## src/dbc_params.svh

```systemverilog
// register select codes, command bit positions and reset values
`ifndef DBC_PARAMS_SVH
`define DBC_PARAMS_SVH
`define DBC_RS_CNT_A 5'h04
`define DBC_RS_CNT_B 5'h05
`define DBC_RS_BASE_A 5'h07
`define DBC_RS_BASE_B 5'h08
`define DBC_RS_MASK_A 5'h09
`define DBC_RS_MASK_B 5'h0a
`define DBC_RS_CPUSCR 5'h0b
`define DBC_RS_NONE 5'h0c
`define DBC_RS_CTRL 5'h0d
`define DBC_RS_STAT 5'h0e
`define DBC_CMD_RW 7
`define DBC_CMD_GO 6
`define DBC_CMD_EX 5
`define DBC_CTL_RESET 32'h0000_0000
`define DBC_SEQ_OFF 2'h0
`define DBC_SEQ_B_TRACE 2'h1
`define DBC_SEQ_A_B 2'h2
`define DBC_SEQ_ALL 2'h3
`define DBC_IR_CAPTURE 8'h01
`define DBC_SEL_BASE 2'h0
`define DBC_SEL_MASK 2'h1
`define DBC_SEL_CNT 2'h2
`endif

```

## src/dbc_pkg.sv

```systemverilog
// types shared by the debug control block
package dbc_pkg;
  typedef enum logic [3:0] {
    TLR = 4'h0, RTI = 4'h1, SEL_DR = 4'h2, CAP_DR = 4'h3,
    SH_DR = 4'h4, EX1_DR = 4'h5, PA_DR = 4'h6, EX2_DR = 4'h7,
    UPD_DR = 4'h8, SEL_IR = 4'h9, CAP_IR = 4'ha, SH_IR = 4'hb,
    EX1_IR = 4'hc, PA_IR = 4'hd, EX2_IR = 4'he, UPD_IR = 4'hf
  } dbc_tap_t;
  typedef struct packed {
    logic [13:0] rsvd;
    logic [1:0] sequence_select;
    logic debug_request_bit;
    logic internal_request_enable;
    logic trace_enable_bit;
    logic freeze_select;
    logic range_select_b;
    logic range_select_a;
    logic [4:0] access_qualifier_b;
    logic [4:0] access_qualifier_a;
  } dbc_ctrl_t;
  typedef struct packed {
    logic [31:0] base;
    logic [31:0] mask;
    logic [15:0] cnt;
    logic hit;
  } dbc_bp_state_t;
  typedef struct packed {
    logic tck_m, tck_s, tck_p, tms_m, tms_s, tdi_m, tdi_s;
    dbc_tap_t tap;
    logic [7:0] ir;
    logic [7:0] cmd;
    logic [31:0] dr;
    dbc_ctrl_t ctl;
    logic seq_a, seq_b, frz, hdro, dro, mbo, swo, tro, ack_p;
    logic dbg_req, brk_req, leave, trace_en, tdo, tdo_oe;
  } dbc_state_t;
endpackage : dbc_pkg

```

## src/dbc_bp_if.sv

```systemverilog
// link between the control logic and one memory breakpoint unit
interface dbc_bp_if;
  logic [4:0] qual;
  logic range_sel, gate, wr_en;
  logic [1:0] wr_sel;
  logic [31:0] wr_data;
  logic acc_valid, acc_instr, acc_cof, acc_write, acc_super;
  logic [31:0] acc_addr;
  logic hit;
  logic [31:0] base, mask;
  logic [15:0] cnt;
  modport unit(input qual, range_sel, gate, wr_en, wr_sel, wr_data, acc_valid,
    acc_instr, acc_cof, acc_write, acc_super, acc_addr,
    output hit, base, mask, cnt);
  modport ctrl(output qual, range_sel, gate, wr_en, wr_sel, wr_data, acc_valid,
    acc_instr, acc_cof, acc_write, acc_super, acc_addr,
    input hit, base, mask, cnt);
endinterface : dbc_bp_if

```

## src/dbc_bp_unit.sv

```systemverilog
// one memory breakpoint: address compare, qualifier and event counter
`include "dbc_params.svh"
module dbc_bp_unit import dbc_pkg::*; (
  // clock and reset
  input wire logic clk,
  input wire logic srst,
  input wire logic ce,
  // control side
  dbc_bp_if.unit bp
);
  dbc_bp_state_t s_q, s_d;
  logic in_rng, ev;

  // reserved encodings fall through to zero
  function automatic logic qual_ok(input logic [4:0] q, input logic ins,
      input logic cof, input logic wr, input logic sup);
    logic priv, cls;
    priv = q[4] ? (q[3] == sup) : !q[3];
    case (q[2:0])
      3'h1: cls = 1'b1;
      3'h2: cls = ins;
      3'h3: cls = !ins;
      3'h4: cls = ins & cof;
      3'h5: cls = !ins & wr;
      3'h6: cls = !ins & !wr;
      default: cls = 1'b0;
    endcase
    return priv & cls;
  endfunction : qual_ok

  always_comb begin
    s_d = s_q;
    s_d.hit = 1'b0;
    in_rng = ((bp.acc_addr ^ s_q.base) & s_q.mask) == 32'h0000_0000;
    ev = bp.acc_valid & bp.gate & (in_rng ^ bp.range_sel) &
      qual_ok(bp.qual, bp.acc_instr, bp.acc_cof, bp.acc_write, bp.acc_super);
    // a counter write wins so stale events cannot leak into a new setup
    if (bp.wr_en) begin
      case (bp.wr_sel)
        `DBC_SEL_BASE: s_d.base = bp.wr_data;
        `DBC_SEL_MASK: s_d.mask = bp.wr_data;
        `DBC_SEL_CNT: s_d.cnt = bp.wr_data[15:0];
        default: s_d.cnt = s_q.cnt;
      endcase
    end else if (ev) begin
      if (s_q.cnt != 16'h0000) s_d.cnt = s_q.cnt - 16'h0001;
      else s_d.hit = 1'b1;
    end
  end

  always_ff @(posedge clk) begin
    if (srst) s_q <= '0;
    else if (ce) s_q <= s_d;
  end

  assign bp.hit = s_q.hit;
  assign bp.base = s_q.base;
  assign bp.mask = s_q.mask;
  assign bp.cnt = s_q.cnt;
endmodule : dbc_bp_unit

```

## src/dbc_ctrl.sv

```systemverilog
// debug control register, serial test port and breakpoint sequencing
//
// Behaviour
// - sequence 00: breakpoints and trace independent
// - sequence 01: B hit arms trace, no request
// - sequence 10: A hit arms B, no request
// - sequence 11: no requests; trace after A then B
// - test logic reset clears sequence field
// - debug request bit forces debug entry
// - request bit keeps re-entering after exit
// - status shows processor mode field
// - enable bit gates internal hardware request
// - trace enable bit, cleared by test reset
// - freeze select: B hit freezes history instead
// - freeze holds until freeze flag cleared
// - range select: match inside or outside range
// - zero qualifier disables breakpoint
// - low qualifier bits choose access class
// - top qualifier bits choose privilege
// - test logic reset clears both qualifiers
// - status register: sixteen bits, read only
// - counter counts down, hit when zero
// - go with exit leaves debug mode
`include "dbc_params.svh"
module dbc_ctrl import dbc_pkg::*; (
  // clock, reset, enable
  input wire logic clk,
  input wire logic srst,
  input wire logic ce,
  // serial test port
  input wire logic tck,
  input wire logic tms,
  input wire logic tdi,
  output logic tdo,
  output logic tdo_oe,
  // processor handshake
  input wire logic dbg_ack,
  input wire logic [1:0] processor_mode_field,
  input wire logic sw_bkpt,
  input wire logic trace_zero,
  input wire logic internal_hw_request_in_n,
  // bus access attributes
  input wire logic acc_valid,
  input wire logic [31:0] acc_addr,
  input wire logic acc_instr,
  input wire logic acc_cof,
  input wire logic acc_write,
  input wire logic acc_super,
  // requests to the processor and trace logic
  output logic debug_req,
  output logic brk_req,
  output logic leave_debug,
  output logic pc_hist_freeze,
  output logic trace_count_en
);
  dbc_state_t s_q, s_d;
  logic rise, fall, hw_req, upd_wr;
  logic [4:0] rs;
  logic [15:0] stat;
  logic [31:0] rdv;

  dbc_bp_if bp_if[2] ();

  // ************************************************************
  // helpers
  // ************************************************************
  function automatic dbc_tap_t tap_next(input dbc_tap_t t, input logic m);
    case (t)
      TLR: tap_next = m ? TLR : RTI;
      RTI: tap_next = m ? SEL_DR : RTI;
      SEL_DR: tap_next = m ? SEL_IR : CAP_DR;
      CAP_DR: tap_next = m ? EX1_DR : SH_DR;
      SH_DR: tap_next = m ? EX1_DR : SH_DR;
      EX1_DR: tap_next = m ? UPD_DR : PA_DR;
      PA_DR: tap_next = m ? EX2_DR : PA_DR;
      EX2_DR: tap_next = m ? UPD_DR : SH_DR;
      UPD_DR: tap_next = m ? SEL_DR : RTI;
      SEL_IR: tap_next = m ? TLR : CAP_IR;
      CAP_IR: tap_next = m ? EX1_IR : SH_IR;
      SH_IR: tap_next = m ? EX1_IR : SH_IR;
      EX1_IR: tap_next = m ? UPD_IR : PA_IR;
      PA_IR: tap_next = m ? EX2_IR : PA_IR;
      EX2_IR: tap_next = m ? UPD_IR : SH_IR;
      UPD_IR: tap_next = m ? SEL_DR : RTI;
      default: tap_next = TLR;
    endcase
  endfunction : tap_next

  // which breakpoint register a select code reaches: {hit, field}
  function automatic logic [2:0] bp_sel(input logic [4:0] r, input int u);
    logic [2:0] v;
    v = 3'h0;
    if (r == (u == 0 ? `DBC_RS_BASE_A : `DBC_RS_BASE_B)) v = {1'b1, `DBC_SEL_BASE};
    if (r == (u == 0 ? `DBC_RS_MASK_A : `DBC_RS_MASK_B)) v = {1'b1, `DBC_SEL_MASK};
    if (r == (u == 0 ? `DBC_RS_CNT_A : `DBC_RS_CNT_B)) v = {1'b1, `DBC_SEL_CNT};
    return v;
  endfunction : bp_sel

  assign rise = s_q.tck_s & ~s_q.tck_p;
  assign fall = ~s_q.tck_s & s_q.tck_p;
  assign rs = s_q.cmd[4:0];
  assign hw_req = s_q.ctl.internal_request_enable & ~internal_hw_request_in_n;
  assign upd_wr = rise & (s_q.tap == UPD_DR) & ~s_q.cmd[`DBC_CMD_RW];

  // status layout: zeros, hdro, dro, mbo, swo, to, freeze_flag, sqb, sqa, mode
  assign stat = {6'h00, s_q.hdro, s_q.dro, s_q.mbo, s_q.swo, s_q.tro,
    s_q.frz, s_q.seq_b, s_q.seq_a, processor_mode_field};

  // ************************************************************
  // breakpoint units
  // ************************************************************
  for (genvar i = 0; i < 2; i++) begin : g_bp
    logic [2:0] sel;
    assign sel = bp_sel(rs, i);
    assign bp_if[i].qual = i == 0 ? s_q.ctl.access_qualifier_a :
      s_q.ctl.access_qualifier_b;
    assign bp_if[i].range_sel = i == 0 ? s_q.ctl.range_select_a :
      s_q.ctl.range_select_b;
    // in sequences 10 and 11, breakpoint b stays suspended until a arms it
    assign bp_if[i].gate = i == 0 ? 1'b1 : (~s_q.ctl.sequence_select[1] | s_q.seq_a);
    assign bp_if[i].wr_en = upd_wr & sel[2];
    assign bp_if[i].wr_sel = sel[1:0];
    assign bp_if[i].wr_data = s_q.dr;
    assign bp_if[i].acc_valid = acc_valid;
    assign bp_if[i].acc_addr = acc_addr;
    assign bp_if[i].acc_instr = acc_instr;
    assign bp_if[i].acc_cof = acc_cof;
    assign bp_if[i].acc_write = acc_write;
    assign bp_if[i].acc_super = acc_super;
    dbc_bp_unit u_bp (
      .clk(clk),
      .srst(srst),
      .ce(ce),
      .bp(bp_if[i])
    );
  end

  // ************************************************************
  // read data for a capture
  // ************************************************************
  always_comb begin
    rdv = 32'h0000_0000;
    case (rs)
      `DBC_RS_CTRL: rdv = s_q.ctl;
      `DBC_RS_STAT: rdv = {16'h0000, stat};
      `DBC_RS_BASE_A: rdv = bp_if[0].base;
      `DBC_RS_BASE_B: rdv = bp_if[1].base;
      `DBC_RS_MASK_A: rdv = bp_if[0].mask;
      `DBC_RS_MASK_B: rdv = bp_if[1].mask;
      `DBC_RS_CNT_A: rdv = {16'h0000, bp_if[0].cnt};
      `DBC_RS_CNT_B: rdv = {16'h0000, bp_if[1].cnt};
      default: rdv = 32'h0000_0000;
    endcase
  end

  // ************************************************************
  // control state
  // ************************************************************
  always_comb begin
    logic a_req, b_req;
    a_req = 1'b0;
    b_req = 1'b0;
    s_d = s_q;
    // pins come from outside this clock: two flops before use
    s_d.tck_m = tck;
    s_d.tck_s = s_q.tck_m;
    s_d.tck_p = s_q.tck_s;
    s_d.tms_m = tms;
    s_d.tms_s = s_q.tms_m;
    s_d.tdi_m = tdi;
    s_d.tdi_s = s_q.tdi_m;
    s_d.leave = 1'b0;
    s_d.ack_p = dbg_ack;

    if (rise) begin
      s_d.tap = tap_next(s_q.tap, s_q.tms_s);
      case (s_q.tap)
        CAP_IR: s_d.ir = `DBC_IR_CAPTURE;
        SH_IR: s_d.ir = {s_q.tdi_s, s_q.ir[7:1]};
        UPD_IR: s_d.cmd = s_q.ir;
        CAP_DR: s_d.dr = rdv;
        SH_DR: s_d.dr = {s_q.tdi_s, s_q.dr[31:1]};
        UPD_DR: begin
          if (!s_q.cmd[`DBC_CMD_RW] && rs == `DBC_RS_CTRL) s_d.ctl = s_q.dr;
          if (s_q.cmd[`DBC_CMD_GO] && s_q.cmd[`DBC_CMD_EX] &&
              (rs == `DBC_RS_CPUSCR || rs == `DBC_RS_NONE)) begin
            s_d.leave = 1'b1;
            {s_d.hdro, s_d.dro, s_d.mbo, s_d.swo, s_d.tro} = 5'h00;
            {s_d.frz, s_d.seq_a, s_d.seq_b} = 3'h0;
          end
        end
        default: s_d.ir = s_q.ir;
      endcase
    end
    // tdo moves on the falling edge so the host samples it stable
    if (fall) begin
      s_d.tdo = s_q.tap == SH_DR ? s_q.dr[0] : s_q.ir[0];
      s_d.tdo_oe = s_q.tap == SH_DR || s_q.tap == SH_IR;
    end

    // events are applied after the exit clears so a set wins there; the test logic reset clear comes last and wins
    if (bp_if[0].hit) begin
      if (s_q.ctl.sequence_select[1]) s_d.seq_a = 1'b1;
      else a_req = 1'b1;
    end
    if (bp_if[1].hit) begin
      if (s_q.ctl.sequence_select[0]) s_d.seq_b = 1'b1;
      else b_req = 1'b1;
    end
    if (b_req && s_q.ctl.freeze_select) begin
      b_req = 1'b0;
      s_d.frz = 1'b1;
    end
    if (a_req || b_req) s_d.brk_req = 1'b1;
    else if (dbg_ack) s_d.brk_req = 1'b0;
    // level request: while the bit is set, any exit is followed by re-entry
    s_d.dbg_req = s_q.ctl.debug_request_bit | hw_req;
    s_d.trace_en = s_q.ctl.trace_enable_bit &
      (~s_q.ctl.sequence_select[0] | s_q.seq_b);

    // occurrence flags latch on the rising acknowledge
    if (dbg_ack && !s_q.ack_p) begin
      if (s_q.ctl.debug_request_bit) s_d.dro = 1'b1;
      if (hw_req) s_d.hdro = 1'b1;
      if (s_q.brk_req) s_d.mbo = 1'b1;
      if (sw_bkpt) s_d.swo = 1'b1;
      if (trace_zero && s_q.ctl.trace_enable_bit) s_d.tro = 1'b1;
    end

    if (s_q.tap == TLR) begin
      s_d.ctl = `DBC_CTL_RESET;
      {s_d.hdro, s_d.dro, s_d.mbo, s_d.swo, s_d.tro} = 5'h00;
      {s_d.frz, s_d.seq_a, s_d.seq_b} = 3'h0;
    end
  end

  always_ff @(posedge clk) begin
    if (srst) s_q <= '0;
    else if (ce) s_q <= s_d;
  end

  assign tdo = s_q.tdo;
  assign tdo_oe = s_q.tdo_oe;
  assign debug_req = s_q.dbg_req;
  assign brk_req = s_q.brk_req;
  assign leave_debug = s_q.leave;
  assign pc_hist_freeze = s_q.frz;
  assign trace_count_en = s_q.trace_en;
endmodule : dbc_ctrl

```

## config.mk

```make
export PLATFORM = sky130hd
export DESIGN_NAME = dbc_ctrl
export DESIGN_NICKNAME = d
export VERILOG_FILES = /design/src/dbc_pkg.sv /design/src/dbc_bp_if.sv /design/src/dbc_bp_unit.sv /design/src/dbc_ctrl.sv
export VERILOG_INCLUDE_DIRS = /design/src
export SDC_FILE = /design/constraint.sdc
export NUM_CORES = 1
export LEC_CHECK = 0
export BUFFER_PORTS_ARGS = -buffer_cell sky130_fd_sc_hd__buf_2
export CORE_MARGIN = 2
export CORE_UTILIZATION = 60
export DETAILED_ROUTE_END_ITERATION = 6
export PLACE_DENSITY = 0.8
export SLEW_MARGIN = 15
export SYNTH_ARGS = -nofsm -noshare
export SYNTH_HDL_FRONTEND = slang
export SYNTH_SLANG_ARGS = --single-unit
```

## constraint.sdc

```tcl
create_clock -name clk -period 4.6 [get_ports clk]
set_clock_uncertainty 0.1 [all_clocks]
set_input_delay 0.46 -clock clk [delete_from_list [all_inputs] [get_ports clk]]
set_output_delay 0.46 -clock clk [all_outputs]
set_load 0.1 [all_outputs]
```

Word level (Yosys, flattened, before mapping)
Index checks and enable logic that the tools add are counted.

operators by class
  add/subtract/negate cells = 2
  muxes and demuxes = 65
  bitwise logic cells = 33
  reduce and logical (&&, ||, !) cells = 52
  eq/ne operators = 45

operators with widths
  operator                 count
  $pmux W32 S8             1
  $mux W40                 3
  $mux W16                 6
  $and A32 B32 Y32         2
  $logic_not A32 Y1        2
  $pmux W32 S2             1
  $xor A32 B32 Y32         2
  $pmux W4 S12             1
  $eq A5 B4 Y1 const B     7
  $mux W17                 2
  $eq A4 B4 Y1 const B     8
  $mux W32                 1
  $reduce_bool A16 Y1      2
  $sub A16 B1 Y16 const B  2
  $mux W1                  30
  $mux W3                  8
  $reduce_and A3 Y1        7
  $reduce_bool A2 Y1       10
  $and A1 B1 Y1            18
  $eq A3 B3 Y1 const B     6
  $eq A4 B3 Y1 const B     4
  $mux W4                  4
  $pmux W8 S2              1
  $reduce_and A4 Y1        4
  25 further kinds         65

word-level totals
  input bits = 49
  logic and storage cells = 241
  register bits = 268

Logic depth before layout (Yosys ltp)
  depth after elaboration = 9
  depth in mapped cells = 10
  depth with buffers taken out = 9

Cells and area by module
A second synthesis with hierarchy kept.

second synthesis, totals
  cell total of the unflattened synthesis = 1728
  area, all modules = 13761.9 um^2

by module, submodules not included
  module       cells an instance  area each (um^2)  times used  sequential area each (um^2)
  dbc_bp_unit  479                3787.4            2           1621.6
  dbc_ctrl     770                6187.2            1           2122.0

Worst setup path after synthesis
OpenSTA, ideal clock, no wires.

  path type = flip-flop to flip-flop
  start = register s_q, in the netlist rs[1]
  end = register g_bp[0].u_bp.s_q, in the netlist g_bp[0].u_bp.bp.cnt[13]
  data required time = 4.385 ns
  library setup time = 0.115 ns
  arrival = 2.366 ns
  cell stages (with the launch flop) = 10
  buffers on the path = 1
  path slack = 2.019 ns
  clock period less this slack = 2.581 ns
  cell sequence = dfxtp_1 -> buf_6 -> or4b_1 -> o211a_2 -> nor4_4 -> nor3b_1 -> mux2_4 -> a21o_1 -> and3_1 -> a31o_1

on the way
  word-level cells in the longest chain between the ends = 7

ends and longest elaborated chain
  item                                                                 RTL line           source
  start, declared                                                      dbc_ctrl.sv:56     dbc_state_t s_q, s_d;
  start signal, assigned                                               dbc_ctrl.sv:238    if (srst) s_q <= '0;
  start signal, assigned                                               dbc_ctrl.sv:239    else if (ce) s_q <= s_d;
  $eq A5 B3 Y1                                                         dbc_ctrl.sv:93     if (r == (u == 0 ? `DBC_RS_BASE_A : `DBC_RS_BASE_B)) v = {1'b1, `DBC_SEL_BASE};
  $mux W3                                                              dbc_ctrl.sv:93
  $mux W3                                                              dbc_ctrl.sv:94     if (r == (u == 0 ? `DBC_RS_MASK_A : `DBC_RS_MASK_B)) v = {1'b1, `DBC_SEL_MASK};
  $mux W3 (*)                                                          dbc_ctrl.sv:95     if (r == (u == 0 ? `DBC_RS_CNT_A : `DBC_RS_CNT_B)) v = {1'b1, `DBC_SEL_CNT};
  $and A1 B1 Y1                                                        dbc_ctrl.sv:121    assign bp_if[i].wr_en = upd_wr & sel[2];
  $ne A2 B1 Y1 (no source line) or $reduce_bool A2 Y1 (tied branches)  n/a
  $reduce_and A4 Y1 (no source line)                                   n/a
  end signal, assigned                                                 dbc_bp_unit.sv:52  if (srst) s_q <= '0;
  end signal, assigned                                                 dbc_bp_unit.sv:53  else if (ce) s_q <= s_d;
  end, declared                                                        dbc_bp_unit.sv:11  dbc_bp_state_t s_q, s_d;

Every way passes the cells marked *; elsewhere a longest branch is shown, timed or not.
A chain may end at the register's enable or synchronous reset.

Worst setup path in the final report
  start = register s_q[97] in the netlist's numbering
  end = register g_bp[1].u_bp.s_q, in the netlist g_bp[1].u_bp.bp.cnt[3]

on the way
  word-level cells in the longest chain between the ends = 6

ends and longest elaborated chain
  item                                                                 RTL line           source
  $eq A4 B4 Y1 (*)                                                     dbc_ctrl.sv:103    assign upd_wr = rise & (s_q.tap == UPD_DR) & ~s_q.cmd[`DBC_CMD_RW];
  $and A1 B1 Y1 (*) (2 in series)                                      dbc_ctrl.sv:103
  $and A1 B1 Y1 (*)                                                    dbc_ctrl.sv:121
  $ne A2 B1 Y1 (no source line) or $reduce_bool A2 Y1 (tied branches)  n/a
  $reduce_and A4 Y1 (no source line)                                   n/a
  end signal, assigned                                                 dbc_bp_unit.sv:52
  end signal, assigned                                                 dbc_bp_unit.sv:53
  end, declared                                                        dbc_bp_unit.sv:11

Marked as above.

==> impl_metrics.tcl <==
set metrics [dict create \
    rsz0062_at_grt "no" \
    max_freq_mhz 283 \
    vias 13300 \
    worst_slack_ns 1.06 \
    ff2ff_setup_slack_ns 1.06 \
    yosysSeqAreaShare_pct 40.9 \
    cts_hold_buffers 0 \
    hold_viol_final 0 \
    nFillCells 1851 \
    async_flop_share_pct 0 \
    hold_class "in2reg" \
    highest_layer "met4" \
    syn_area_um2 13100 \
    max_cap_viol_count 0 \
    synth_seq_cells 268 \
    most-common-layout-cells "nand2_1, dfxtp_1, a21oi_1" \
    viasPerCell 6.70 \
    antenna_left 0 \
    p_leak_nw 4.75 \
    layout_commonest_cell "nand2_1" \
    numPortBuffers 55 \
    seqCellArea_um2 5370 \
    ys.flop_type "dfxtp_1" \
    layout.nets 1732 \
    dr.first_iter.drc_count 1912 \
    core_um2 21600 \
    synth_fa_ha_area_share_pct 0.382 \
    path_clk_slew_ns 0.07 \
    drive_above_1_share_pct 9.40 \
    track_usage_pct 37.9 \
    yosysWarnings 0 \
    drc 0 \
    crit_fanout 20 \
    cts_setup_buffers 0 \
    syn_avg_cell_area_um2 7.70 \
    areaGrowthSynthToFinish_pct 10.0 \
    grt.overflow.total 0 \
    gp_congestion 1.02 \
    peakVddDrop_v 0.000272 \
    synth_compound_area_share_pct 26.9 \
    timing.final.crit_share_pct 76.9 \
    multi_input_area_um2 7190 \
    tightestPinTransition_ns 1.15 \
    synthCells 1704 \
    synthesis.nets 1757 \
    required_ns 4.97 \
    cts.sinks 268 \
    synth-simple-area-share_pct 20.8 \
    die_x_um 152 \
    detailedPlacementHpwl_um 29100 \
    start_util_pct 60.6 \
    ctsRootBufferMaster "clkbuf_16" \
    clockBufferDepth 3 \
    std_cell_rows 54 \
    clock_latency_ns 0.55 \
    place_ws_ns 1.10 \
    synth_edf_count 0 \
    grt_pass1_vias 12500 \
    placedCellCount 1928 \
    htreeDepth 1 \
    yosys-mux-area-fraction_pct 1.84 \
    yosys.area_share.xor_xnor_pct 4.41 \
    outcome "finished clean" \
    wl_met1_um 17500 \
    tritoncts "built" \
    routed_wl_um 45200 \
    grt_max_degree 169 \
    cts_buffers 29 \
    synth_top_family_by_area "compound AO/OA/AOI/OAI gates" \
    period_needed_ns 3.54 \
    wl_per_cell_um 22.8 \
    instances_no_fill 1983 \
    drtPass1Iterations 7 \
    path_class "reg2reg" \
    ios 56 \
    setup_violations 0 \
    setup-tns-final_ns 0 \
    cts_resized 0 \
    die_h_um 152 \
    crit_arrival_ns 3.91 \
    wl_met2_um 19600 \
    grt_pass1_wl_um 70600 \
    cp-end-kind "register" \
    relSlewSlack_pct 23.0 \
    drv_slew 0 \
    powerDensity_nw_per_um2 332 \
    start_kind "register" \
    antenna_found_initial 1 \
    wl_met3_um 5560 \
    synthDistinctLibCells 75 \
    die-area_um2 23100 \
]
## flip-flops by register name (all words and copies together) (netlist names)
| signal | count |
|---|---|
| g_bp.u_bp.bp.base | 64 |
| g_bp.u_bp.bp.mask | 64 |
| s_q | 46 |
| bp_if.wr_data | 32 |
| g_bp.u_bp.bp.cnt | 32 |
| bp_if.qual | 10 |
| rs | 5 |
| s_d | 4 |
| bp_if.range_sel | 2 |
| g_bp.u_bp.bp.hit | 2 |
| brk_req | 1 |
| debug_req | 1 |
| leave_debug | 1 |
| pc_hist_freeze | 1 |
| tdo | 1 |
| tdo_oe | 1 |
| trace_count_en | 1 |
## through the flow
step | hold slack [ns] | power (W) | utilization (%) | instance area, µm²
6_report | 0.0450 | 0.00479 | 66.7 | 14400
5_1_grt | 0.0410 | 0.00490 | 66.7 | 14400
4_1_cts | 0.0410 | 0.00478 | 66.7 | 14400
2_1_floorplan | 0.331 | 0.00246 | - | 13100
3_5_place_dp | 0.344 | 0.00253 | 62.4 | 13500
3_3_place_gp | 0.338 | 0.00253 | 62.4 | 13500
## kinds of logic (layout without fill, tap and decap cells)
kind of cell	after synthesis	count (layout)
mux	22	22
compound gates	562	562
flops	268	268
fa+ha+maj	4	4
buf+inv	155	153
xor+xnor	66	66
simple gates	627	627
other cells	0	1
## cell usage after synthesis, drive strengths merged, types with 4 or more instances
cell    instances  share of area [%]
nand2         357                 10
a21oi         268                 10
dfxtp         268                 41
clkbuf        126                3.6
nor2          111                3.2
a22oi          88                5.0
xor2           66                4.4
o21ai          50                1.9
nand3          48                1.8
a211oi         41                2.4
nor3           27                1.1
a222oi         22                1.7
a31oi          19               0.91
mux2i          18                1.5
buf            15               0.67
inv            13               0.37
nor4           12               0.78
and2           11               0.52
nand4          11               0.52
nor2b          11               0.52
a21o            9               0.52
a221oi          9               0.60
a32oi           9               0.60
o211ai          9               0.52
a22o            8               0.53
nand2b          8               0.38
and3            6               0.29
or3             5               0.24
ha              4               0.38
mux2            4               0.37
nor3b           4               0.23
o31ai           4               0.23
## final timing paths
kind                              from                                   to  depth (start not counted)
setup / recovery  s_q[97]$_SDFFE_PP0P_  g_bp[1].u_bp.bp.cnt[3]$_SDFFE_PP0P_                          8
hold / removal                     tms                s_d[101]$_SDFFE_PP0P_                          3
setup reg to reg  s_q[97]$_SDFFE_PP0P_  g_bp[1].u_bp.bp.cnt[3]$_SDFFE_PP0P_                          8
hold reg to reg   s_q[40]$_SDFFE_PP0P_                 s_q[40]$_SDFFE_PP0P_                          2
## layout make-up
type / instances / share of cell area (%)
timing repair buffer: 85 / 3.69
clock buffer: 43 / 5.67
multi-input combinational: 1281 / 49.8
sequential: 268 / 37.2
clock inverter: 11 / 0.815
tap: 280 / 2.43
antenna: 1 / 0.0173
inverter: 14 / 0.364
## worst max-delay path, cell delays in order (launching register included)
cell and delay (ns):
dfxtp_1 0.50, or4bb_1 0.65, a2111oi_2 0.71, a211o_1 0.22, nor3b_1 0.08, mux2i_4 0.30
o21a_1 0.54, o21ai_0 0.18, a21oi_1 0.16
## metal layers
| metal | up-vias | global-route usage [%] |
|---|---|---|
| met5 | - | 0 |
| met4 | 0 | 19.4 |
| met3 | 171 | 7.39 |
| met2 | 895 | 57.8 |
| met1 | 6165 | 51.2 |
| li1 | 6046 | - |
## power by group
part	leakage, nW	switching [W]	total (W)	internal [W]
combinational	2.14	0.000113	0.000154	0.0000412
clock	0.455	0.000959	0.00230	0.00134
sequential	2.16	0.00000452	0.00233	0.00232
No activity file was read; power rests on OpenSTA's default activity.
